===== config.mk =====
export PLATFORM = sky130hd
export DESIGN_NAME = ssx_exec
export DESIGN_NICKNAME = d
export VERILOG_FILES = /design/src/ssx_pkg.sv /design/src/ssx_exec.sv
export VERILOG_INCLUDE_DIRS = /design/src
export SDC_FILE = /design/constraint.sdc
export NUM_CORES = 1
export LEC_CHECK = 0
export BUFFER_PORTS_ARGS = -buffer_cell sky130_fd_sc_hd__buf_2
export CAP_MARGIN = 20
export CORE_MARGIN = 2
export CORE_UTILIZATION = 40
export DETAILED_ROUTE_END_ITERATION = 12
export PLACE_DENSITY = 0.7
export SLEW_MARGIN = 20
export SYNTH_ARGS = -nofsm -noshare
export SYNTH_HDL_FRONTEND = slang
export SYNTH_SLANG_ARGS = --single-unit
export TNS_END_PERCENT = 50

===== constraint.sdc =====
create_clock -name core_clk -period 1.9 [get_ports core_clk]
set_clock_uncertainty 0.15 [all_clocks]
set_input_delay 0.475 -clock core_clk [delete_from_list [all_inputs] [get_ports core_clk]]
set_output_delay 0.475 -clock core_clk [all_outputs]
set_load 0.005 [all_outputs]

===== src/ssx_params.svh =====
`ifndef SSX_PARAMS_SVH
`define SSX_PARAMS_SVH
// opcode encodings on the req.op field
`define SSX_OP_NOP      4'h0
`define SSX_OP_SWAP     4'h1
`define SSX_OP_SWAPW    4'h2
`define SSX_OP_SKZ      4'h3
`define SSX_OP_CPSKZ    4'h4
`define SSX_OP_BSKZ     4'h5
`define SSX_OP_TRDC     4'h6
`define SSX_OP_TRDL     4'h7
`define SSX_OP_XORW     4'h8
`define SSX_OP_XOR_TO_MEM 4'h9
`define SSX_OP_XORI     4'ha
// reset values
`define SSX_ACC_RST     8'h00
`define SSX_ZF_RST      1'b0
`define SSX_HI_LATCH_RST 6'h00
// program memory: 11-bit word address, 8-bit page offset
`define SSX_PAGE_HI     3
`define SSX_LAST_PAGE   3'h7
// field positions of a program word
`define SSX_WORD_LO_MSB 7
`define SSX_WORD_HI_LSB 8
// cycles for a taken skip
`define SSX_SKIP_CYC    2
`endif


===== src/ssx_pkg.sv =====
package ssx_pkg;
  typedef enum logic [1:0] {
    SSX_RUN   = 2'b00,
    SSX_DUMMY = 2'b01
  } ssx_state_t;

  typedef struct packed {
    logic [3:0]  op;
    logic [7:0]  mem;
    logic [2:0]  bit_sel;
    logic [7:0]  imm;
  } ssx_req_t;

  typedef struct packed {
    ssx_state_t  st;
    logic [7:0]  acc;
    logic        zf;
    logic [5:0]  hi_latch;
    logic        mem_we;
    logic [7:0]  mem_wdata;
    logic        flush;
    logic        busy;
    logic        rom_re;
    logic [10:0] rom_addr;
    logic        trd_pend;
  } ssx_regs_t;
endpackage : ssx_pkg


===== src/ssx_exec.sv =====
`timescale 1ns/1ps
`include "ssx_params.svh"
// What this block does
// RULE1 - swap in place exchanges memory byte nibbles, writes back, flags kept
// RULE2 - swap to working loads swapped nibbles into working register only
// RULE3 - byte zero test skips next instruction in two cycles, else one
// RULE4 - taken skip discards prefetched instruction and inserts a dummy cycle
// RULE5 - copy and zero skip loads working register, skips when byte zero
// RULE6 - bit zero test skips next instruction when selected bit is zero
// RULE7 - current page table read: low byte to memory, high to latch
// RULE8 - last page table read: low byte to memory, high to latch
// RULE9 - xor with memory result goes to working register, zero flag only
// RULE10 - xor to memory result goes to memory byte, zero flag only
// RULE11 - xor immediate result goes to working register, zero flag only
// RULE12 - zero flag set exactly when the eight-bit result is zero
module ssx_exec (
  input  wire logic            core_clk,
  input  wire logic            srst,
  input  wire ssx_pkg::ssx_req_t req,
  input  wire logic            req_valid,
  input  wire logic [10:0]     pc,
  input  wire logic [7:0]      table_pointer,
  input  wire logic [13:0]     rom_word,
  output logic [7:0]           acc,
  output logic                 zero_flag,
  output logic [5:0]           table_high_latch,
  output logic                 mem_we,
  output logic [7:0]           mem_wdata,
  output logic                 flush,
  output logic                 busy,
  output logic                 rom_re,
  output logic [10:0]          rom_addr
);
  // ==========================================================
  // helpers
  function automatic logic [7:0] nib_swap(input logic [7:0] v);
    nib_swap = {v[3:0], v[7:4]};
  endfunction : nib_swap

  function automatic logic is_zero(input logic [7:0] v);
    is_zero = (v == 8'h00);
  endfunction : is_zero

  ssx_pkg::ssx_regs_t s_r;
  ssx_pkg::ssx_regs_t s_nxt;
  logic [7:0]         xr;

  // ==========================================================
  // next state
  always_comb begin
    s_nxt           = s_r;
    s_nxt.mem_we    = 1'b0;
    s_nxt.flush     = 1'b0;
    s_nxt.rom_re    = 1'b0;
    s_nxt.mem_wdata = s_r.mem_wdata;
    xr              = s_r.acc ^ req.mem;
    // table word arrives on the cycle after the fetch
    if (s_r.trd_pend) begin
      // table word lands: memory gets low byte, latch the high part
      s_nxt.mem_we    = 1'b1;                           // see RULE7
      s_nxt.mem_wdata = rom_word[`SSX_WORD_LO_MSB:0];   // see RULE8
      s_nxt.hi_latch  = rom_word[13:`SSX_WORD_HI_LSB];
      s_nxt.busy      = 1'b0;
    end
    unique case (s_r.st)
      ssx_pkg::SSX_DUMMY: begin
        // dummy cycle replaces the discarded prefetch
        s_nxt.st   = ssx_pkg::SSX_RUN;                  // see RULE4
        s_nxt.busy = 1'b0;
      end
      ssx_pkg::SSX_RUN: begin
        if (req_valid && !s_r.busy) begin
          unique case (req.op)
            `SSX_OP_SWAP: begin
              s_nxt.mem_we    = 1'b1;                   // see RULE1
              s_nxt.mem_wdata = nib_swap(req.mem);
            end
            `SSX_OP_SWAPW: s_nxt.acc = nib_swap(req.mem); // see RULE2
            `SSX_OP_SKZ, `SSX_OP_CPSKZ, `SSX_OP_BSKZ: begin
              if (req.op == `SSX_OP_CPSKZ)
                s_nxt.acc = req.mem;                    // see RULE5
              if ((req.op == `SSX_OP_BSKZ) ? !req.mem[req.bit_sel]
                  : is_zero(req.mem)) begin             // see RULE3
                s_nxt.flush = 1'b1;                     // see RULE6
                s_nxt.busy  = 1'b1;
                s_nxt.st    = ssx_pkg::SSX_DUMMY;       // see RULE4
              end
            end
            `SSX_OP_TRDC, `SSX_OP_TRDL: begin
              s_nxt.rom_re   = 1'b1;
              s_nxt.busy     = 1'b1;
              s_nxt.rom_addr = {(req.op == `SSX_OP_TRDL) ? `SSX_LAST_PAGE
                                : pc[10:8], table_pointer}; // see RULE7
            end
            `SSX_OP_XORW: begin
              s_nxt.acc = xr;                           // see RULE9
              s_nxt.zf  = is_zero(xr);                  // see RULE12
            end
            `SSX_OP_XOR_TO_MEM: begin
              s_nxt.mem_we    = 1'b1;                   // see RULE10
              s_nxt.mem_wdata = xr;
              s_nxt.zf        = is_zero(xr);            // see RULE12
            end
            `SSX_OP_XORI: begin
              s_nxt.acc = s_r.acc ^ req.imm;            // see RULE11
              s_nxt.zf  = is_zero(s_r.acc ^ req.imm);   // see RULE12
            end
            default: ;
          endcase
        end
      end
      default: s_nxt.st = ssx_pkg::SSX_RUN;
    endcase
    s_nxt.trd_pend = s_nxt.rom_re;
  end

  // ==========================================================
  // registers
  always_ff @(posedge core_clk) begin
    if (srst) begin
      s_r.st        <= ssx_pkg::SSX_RUN;
      s_r.acc       <= `SSX_ACC_RST;
      s_r.zf        <= `SSX_ZF_RST;
      s_r.hi_latch  <= `SSX_HI_LATCH_RST;
      s_r.mem_we    <= 1'b0;
      s_r.mem_wdata <= 8'h00;
      s_r.flush     <= 1'b0;
      s_r.busy      <= 1'b0;
      s_r.rom_re    <= 1'b0;
      s_r.rom_addr  <= 11'h000;
      s_r.trd_pend  <= 1'b0;
    end else begin
      s_r <= s_nxt;
    end
  end

  assign acc              = s_r.acc;
  assign zero_flag        = s_r.zf;
  assign table_high_latch = s_r.hi_latch;
  assign mem_we           = s_r.mem_we;
  assign mem_wdata        = s_r.mem_wdata;
  assign flush            = s_r.flush;
  assign busy             = s_r.busy;
  assign rom_re           = s_r.rom_re;
  assign rom_addr         = s_r.rom_addr;

  // ==========================================================
  // checks
  logic take;
  assign take = req_valid && !s_r.busy && s_r.st == ssx_pkg::SSX_RUN;
endmodule : ssx_exec


======== Word level (Yosys, flattened, before mapping) ========
Cells that the tools add are included.
word-level totals
  output and inout port bits .............. 38
  input bits .............................. 59
  word-level logic and storage cells ...... 63
  register bits after elaboration ......... 39
operators by class
  $lt $le $gt $ge ......................... 1
  bitwise logic cells ..................... 5
  reductions and logical operators ........ 19
  equal/unequal tests ..................... 11
  muxes and demuxes ....................... 17
operators with widths
  cell                                                                           count
  8-bit case mux with 4 select lines                                             1
  8-bit zero test                                                                3
  23-bit 2-to-1 mux                                                              1
  9-bit case mux with 2 select lines                                             1
  4-bit by 3-bit equality test with 1-bit output (second input constant)         4
  8-bit bitwise XOR                                                              2
  4-bit equality test (second input constant)                                    3
  12-bit 2-to-1 mux                                                              1
  10-bit 2-to-1 mux                                                              1
  9-bit 2-to-1 mux                                                               1
  3-bit AND reduction                                                            3
  4-bit by 2-bit equality test with 1-bit output (second input constant)         2
  8-bit 2-to-1 mux                                                               1
  1-bit case mux with 2 select lines                                             3
  2-bit OR reduction                                                             3
  3-bit OR reduction                                                             2
  4-bit by 1-bit equality test with 1-bit output (second input constant)         1
  3-bit by 4-bit less-than comparator with 1-bit output (second input constant)  1
  1-bit 2-to-1 mux                                                               4
  4-bit AND reduction                                                            1
  4-bit nonzero test                                                             1
  4-bit OR reduction                                                             1
  1-bit binary-select mux with 3-bit select                                      1
  3-bit 2-to-1 mux                                                               1
  7 further kinds                                                                10

======== Longest topological paths before layout ========
Gate-level depths: netlist (run 1).
  depth in word-level cells ............... 8
  depth in mapped cells ................... 7
  depth with buffers taken out ............ 5

======== Worst setup path after synthesis (run 1) ========
No wires, ideal clock.
  path type ............................... input to register
  start point ............................. input port req_valid
  end point ............................... register, netlist name acc[5]
  stages .................................. 7
  path slack .............................. -0.114 ns
  path buffers ............................ 2
  arrival ................................. 1.794 ns
  setup time .............................. 0.070 ns
  data required time ...................... 1.680 ns
  cell sequence ........................... or3b_1 > buf_2 > nor4b_4 > and2_1 > buf_6 > a32oi_1 > o21ai_1
between the ends
  longest elaborated chain between the ends .. 2
ends and longest elaborated chain
  item                           RTL line        RTL
  start: declaration             ssx_exec.sv:20  input wire logic req_valid,
  1-bit logical AND              --
  4-bit AND reduction (no line)  --
No other way between the ends.
A chain may end at the register's enable or synchronous reset.

======== Worst setup path in the final report (run 1) ========
  start point ............................. register s_r[39] (netlist bit)
  end point ............................... register, netlist name busy
between the ends
  longest elaborated chain between the ends .. 2
ends and longest elaborated chain
  item                                    RTL line         RTL
  start: declaration                      ssx_exec.sv:44   ssx_pkg::ssx_regs_t s_r;
  start signal: assignment                ssx_exec.sv:133  s_r <= s_nxt;
  2-bit zero test                         ssx_exec.sv:65   unique case (s_r.st)
  1-bit case mux with 2 select lines (*)  ssx_exec.sv:65
Every way passes the cells marked *; elsewhere a longest branch is shown, timed or not.

==> flow_summary.ini, run 1 <==
[status]
status = completed

[layout]
design_area_um2 = 3210
drive_above_1_share_pct = 37.3
final_cell_mix = 88 x buf_2, 39 x dfxtp_1, 37 x buf_4
final_cells = 474
n_antenna_cell = 0
nFillCells = 627
final_common_cell = buf_2
syn2layout_area_growth_pct = 25.5
layout.nets = 455

[timing]
worst_slew_pin_slew_ns = 0.508
min_period_over_period_pct = 97.5
slew_violations = 0
rsz0062_at_grt = true
maxSlewHeadroom_pct = 65.9
worst_slack_ns = 0.0471
hold_viol_final = 0
period_needed_ns = 1.85
whs_ns = 0.264
fmax_mhz = 540
finalSetupViolations = 0

[die]
die_w_um = 84.0
io_pins = 97
num_rows = 29
dieArea_um2 = 7060
die_h_um = 84.0
start_util_pct = 40.8
fp.coreArea_um2 = 6280

[synth]
synthDistinctLibCells = 44
async_reset_ff_share_pct = 0
synth_area_per_cell_um2 = 8.11
synth_edf_count = 0
synth-seq-cells = 39
syn_inst = 316
synth_area_um2 = 2560
synth_flop_cell = dfxtp_1
synth_fp_nets = 375
yosys_warnings = 0
ys_seq_area_share_pct = 30.5

[power_and_ir_drop]
p_leak_uw = 0.00144
powerDensity_nw_per_um2 = 653
irDropWorstVdd_mv = 0.494
power_uw = 2100

[global_routing]
grt_use_total_pct = 19.3
grt_first_pass_wirelength_um = 11100
overflow = 0
top_usage_layer = met2
grt_pass1_vias = 2353
grt.met3_usage_pct = 4.45
antenna_found_initial = 0
grt_util_met2_pct = 32.1
grt_max_degree = 38
grt_use_met1_pct = 24.9

[clocking]
clk_path_buf_depth = 2
post-cts-setup-buffer-count = 0
clkLatencyLatePin_ns = 0.29
cts_made_buffers = 5
cts-htree-levels = 2
cts_tree = done
cts.sinks = 39
cts_root_buffer = clkbuf_8
clk_transition_reported_paths_ns = 0.08

[setup_path]
cp.arrival_ns = 1.95
crit_chain = or3b_4 -> nand2b_4 -> or4b_4 -> a21oi_4 -> a21o_1
startpoint_type = register
crit_start = s_r[39]
r2r_start = s_r[39]
cp_slowest_cell = or4b_4
worstPathRequired_ns = 1.99
worstSetupEndpointType = register
cp_max_fo = 4
crit_buf_inv = 0
critical_path.top_delay_family = simple AND/OR/NAND/NOR gates
worst_path_largest_cell_delay_ns = 0.51
worstSetupPathType = register to register

[worst_hold_path]
hold_path_class = input port to register
hold_start = table_pointer[5]

[detailed_routing]
drtIter0Drc = 142
first_pass_iters = 4
vias_per_cell = 5.26
ant_nets = 0
post-route-drc-count = 0
num_vias = 2495
wirelength_um = 6840
detail_route.wl_per_cell_um = 14.4

[placed_design]
place.port_buffers = 88
post-place-ws_ns = -0.300
place_congestion = 0.866
dpl_cell_area_um2 = 3060
dp.cells = 466
dp_hpwl_um = 5100

[run]
drv_cap = 0
[synth_stat cells, types with 2 or more instances]
cell,instances,share of area (%)
mux2i_1,22,8.6
buf_4,33,9.7
buf_2,5,0.98
nand4_1,2,0.49
a21oi_1,14,2.7
mux4_2,2,1.8
nor3_2,2,0.78
xor2_1,12,4.1
and2_1,2,0.49
nand2b_1,2,0.49
a22oi_1,8,2.3
o21a_1,7,2.1
buf_1,2,0.29
nand2_1,36,5.3
nor2_1,25,3.7
xnor2_1,4,1.4
dfxtp_1,39,30
nor3_1,17,3.3
o21ai_0,11,2.1
o21ai_1,8,1.6
a32oi_1,8,2.7
nor4_1,5,1.2
nand3_1,3,0.59
inv_1,8,1.2
clkbuf_1,13,1.9
o22a_1,8,2.7
[per-stage QoR]
stage               setup TNS (ns)  util, %
CTS                              0     50.9
global route               -0.0134     51.2
floorplan                   -0.998        -
detailed placement           -6.67     48.8
finish                           0     51.2
global placement             -6.11     48.8
[power by group]
group | total, µW | internal (µW) | switching (µW)
combinational | 407 | 200 | 207
sequential | 859 | 839 | 19.4
clock | 831 | 525 | 306
[worst register-to-register path, cell delays in order (launching register included)]
cell and delay (ns):
dfxtp_1 0.32, or3b_4 0.43, nand2b_4 0.17, or4b_4 0.51, a21oi_4 0.14, a21o_1 0.09
[path summary, 6_finish.rpt]
| kind | end | slack (ns) | depth (start not counted) |
|---|---|---|---|
| max reg2reg | busy | 0.05 | 5 |
| min | rom_addr[5] | 0.26 | 3 |
| min reg2reg | rom_addr[1] | 0.30 | 2 |
| max | busy | 0.05 | 5 |
[kinds of logic (layout without fill, tap and decap cells)]
logic type / Yosys count / in the layout / share of synthesized area, %
AOI/OAI and AO/OA: 69 / 69 / 17.9
and+or+nand+nor: 104 / 104 / 20.8
DFF: 39 / 39 / 30.5
buffers and inverters: 63 / 144 / 14.6
xor gates and xnor gates: 16 / 16 / 5.47
muxes: 25 / 25 / 10.8
[registers in the layout, summed over array words and instances (netlist names)]
register,flops
zero_flag,1
s_r,2
table_high_latch,6
acc,8
mem_wdata,8
busy,1
rom_addr,11
mem_we,1
flush,1
[repair_timing]
action / in CTS / in global routing
cloned: 0 / 0
pin swaps: 0 / 1
endpoints found under the setup margin: 13 / 13
hold buffers: 0 / 0
gates resized for setup: 1 / 4
[layout make-up]
class                   instances  area (µm²)  area share (%)
flip-flops and latches         39         781            24.3
well taps                      77        96.3            3.00
multi-input cells             214        1420            44.2
inverters                       9        33.8            1.05
repair buffers                127         749            23.3
clock inverters                 2        60.1            1.87
clock buffers                   6        72.6            2.26
[per-layer routing]
metal  part of all wire, %  routed length, µm
met3                   5.7                391
met1                    44               3040
met4                   1.7                118
met2                    48               3280
met5                     0                  0
Power figures use the tool's default switching activity.
==> inputs of run 2 (changes only) <==
--- a/config.mk
+++ b/config.mk
@@ -11,7 +11,7 @@
 export CORE_MARGIN = 2
 export CORE_UTILIZATION = 40
 export DETAILED_ROUTE_END_ITERATION = 12
-export PLACE_DENSITY = 0.7
+export PLACE_DENSITY = 0.67
 export SLEW_MARGIN = 20
 export SYNTH_ARGS = -nofsm -noshare
 export SYNTH_HDL_FRONTEND = slang
==> constraint.sdc (replaced) <==
create_clock -name core_clk -period 1.95 [get_ports core_clk]
set_clock_uncertainty 0.15 [all_clocks]
set_input_delay 0.4875 -clock core_clk [delete_from_list [all_inputs] [get_ports core_clk]]
set_output_delay 0.4875 -clock core_clk [all_outputs]
set_load 0.005 [all_outputs]
==> run 2 against run 1 <==
- global-route usage is 0.18 points lower
- cell count shrank 0.42%
- power is 6.7% lower
- critical path depth did not move
- sequential share of layout area increased by 0.10 points
- setup slack improved by 0.055 ns
- utilization fell by 0.22 points
- clock-buffer cell count did not move
- critical endpoint unchanged
- largest cell class unchanged
- largest power group unchanged
==> flow_summary.ini, run 2 (synthesis results as in run 1) <==
[setup_path]
worstSetupPathType = register to register
worst_path_largest_cell_delay_ns = 0.49
crit_chain = or3b_4 -> nand2b_4 -> or4b_4 -> a21oi_2 -> a21o_1
cp.arrival_ns = 1.95
worstPathRequired_ns = 2.05
critPathCapture = busy
crit_start = s_r[39]
r2r_end = busy
cp_slowest_cell = or4b_4
r2r_start = s_r[39]
startpoint_type = register
worstSetupEndpointType = register
cp_max_fo = 4
reg2regPathDepth = 5
reg2reg_setup_slack_ns = 0.10

[global_routing]
grt_use_total_pct = 19.1
grt_pass1_vias = 2302
grt_max_degree = 38
grt_first_pass_wirelength_um = 10900
overflow = 0
antenna_found_initial = 0

[timing]
fmax_mhz = 541
finalSetupViolations = 0
hold_viol_final = 0
setup-tns-final_ns = 0
worst_slew_pin_slew_ns = 0.508
min_period_over_period_pct = 94.7
rsz0062_at_grt = false
maxSlewHeadroom_pct = 66.0
slew_violations = 0
period_needed_ns = 1.85

[die]
die_w_um = 84.0
num_rows = 29
io_pins = 97
fp.coreArea_um2 = 6280
start_util_pct = 40.8
die_h_um = 84.0
dieArea_um2 = 7060

[power_and_ir_drop]
powerDensity_nw_per_um2 = 612
p_leak_uw = 0.00143
irDropWorstVdd_mv = 0.335

[placed_design]
place.port_buffers = 88
dp.cells = 464
dp_hpwl_um = 4920
place_congestion = 0.884

[clocking]
clk_path_buf_depth = 2
post-cts-setup-buffer-count = 0
clk_transition_reported_paths_ns = 0.08
cts_tree = done
cts.sinks = 39
cts-htree-levels = 2
cts_made_buffers = 5
clkLatencyLatePin_ns = 0.30
cts_root_buffer = clkbuf_8
ctsHoldBuffers = 0

[layout]
final_cells = 472
utilization_pct = 51.0
final_cell_mix = 88 x buf_2, 39 x dfxtp_1, 36 x nand2_1
layout.nets = 453
syn2layout_area_growth_pct = 25.0
n_antenna_cell = 0
final_common_cell = buf_2
largest_reg_flops = 11
reg.largest.list = rom_addr x11, acc x8, mem_wdata x8
drive_above_1_share_pct = 37.5
largest_register = rom_addr

[worst_hold_path]
hold_start = table_pointer[1]
hold_path_class = input port to register

[detailed_routing]
drtIter0Drc = 84
post-route-drc-count = 0
wirelength_um = 6720
num_vias = 2435
vias_per_cell = 5.16
detail_route.wl_per_cell_um = 14.2
ant_nets = 0
first_pass_iters = 4

[status]
status = completed

[run]
drv_cap = 0
[run 2: per-layer routing]
metal | GRT usage, % | wire (µm)
met1 | 24.7 | 3110
met4 | 6.30 | 111
met3 | 5.54 | 382
met5 | 0 | 0
met2 | 30.6 | 3110
[run 2: worst min-delay path by stage]
stage | slack [ns] | end | cells past startpoint
finish | 0.27 | rom_addr[1] | 3
global route | 0.26 | rom_addr[4] | 3
CTS | 0.27 | rom_addr[1] | 3
detailed placement | 0.29 | rom_addr[4] | 2
global placement | 0.29 | rom_addr[7] | 2
floorplan | 0.29 | rom_addr[0] | 2
[run 2: final cells by class]
cell class / count / area, µm²
Tap cell: 77 / 96.3
Sequential cell: 39 / 781
Clock inverter: 2 / 35.0
Fill cell: 642 / 3080
Timing Repair Buffer: 125 / 747
Multi-Input combinational cell: 214 / 1430
Inverter: 9 / 33.8
Clock buffer: 6 / 82.6
[run 2: per-stage QoR]
step	total power, µW	hold slack (ns)	worst slack [ns]	area (µm²)
2_1_floorplan	1090	0.287	-0.0760	2560
3_3_place_gp	1230	0.289	-0.244	3060
3_5_place_dp	1240	0.295	-0.254	3060
4_1_cts	1970	0.265	0.0711	3180
5_1_grt	2050	0.264	0.0170	3200
6_report	1960	0.270	0.103	3200
[run 2: worst max-delay path, delay by kind of cell (launching register included)]
family	cells	cell delay, ns
flops	1	0.32
simple gates	3	1.10
compound gates	2	0.23
[run 2: what timing repair did]
| action | in CTS | in global routing |
|---|---|---|
| pin swaps | 0 | 1 |
| gates resized for setup | 1 | 4 |
| endpoints found under the setup margin | 1 | 6 |
[run 2: power by group]
part           switching (µW)  total, µW  internal, µW
sequential               19.1        837           818
combinational             200        393           193
clock                     313        728           414
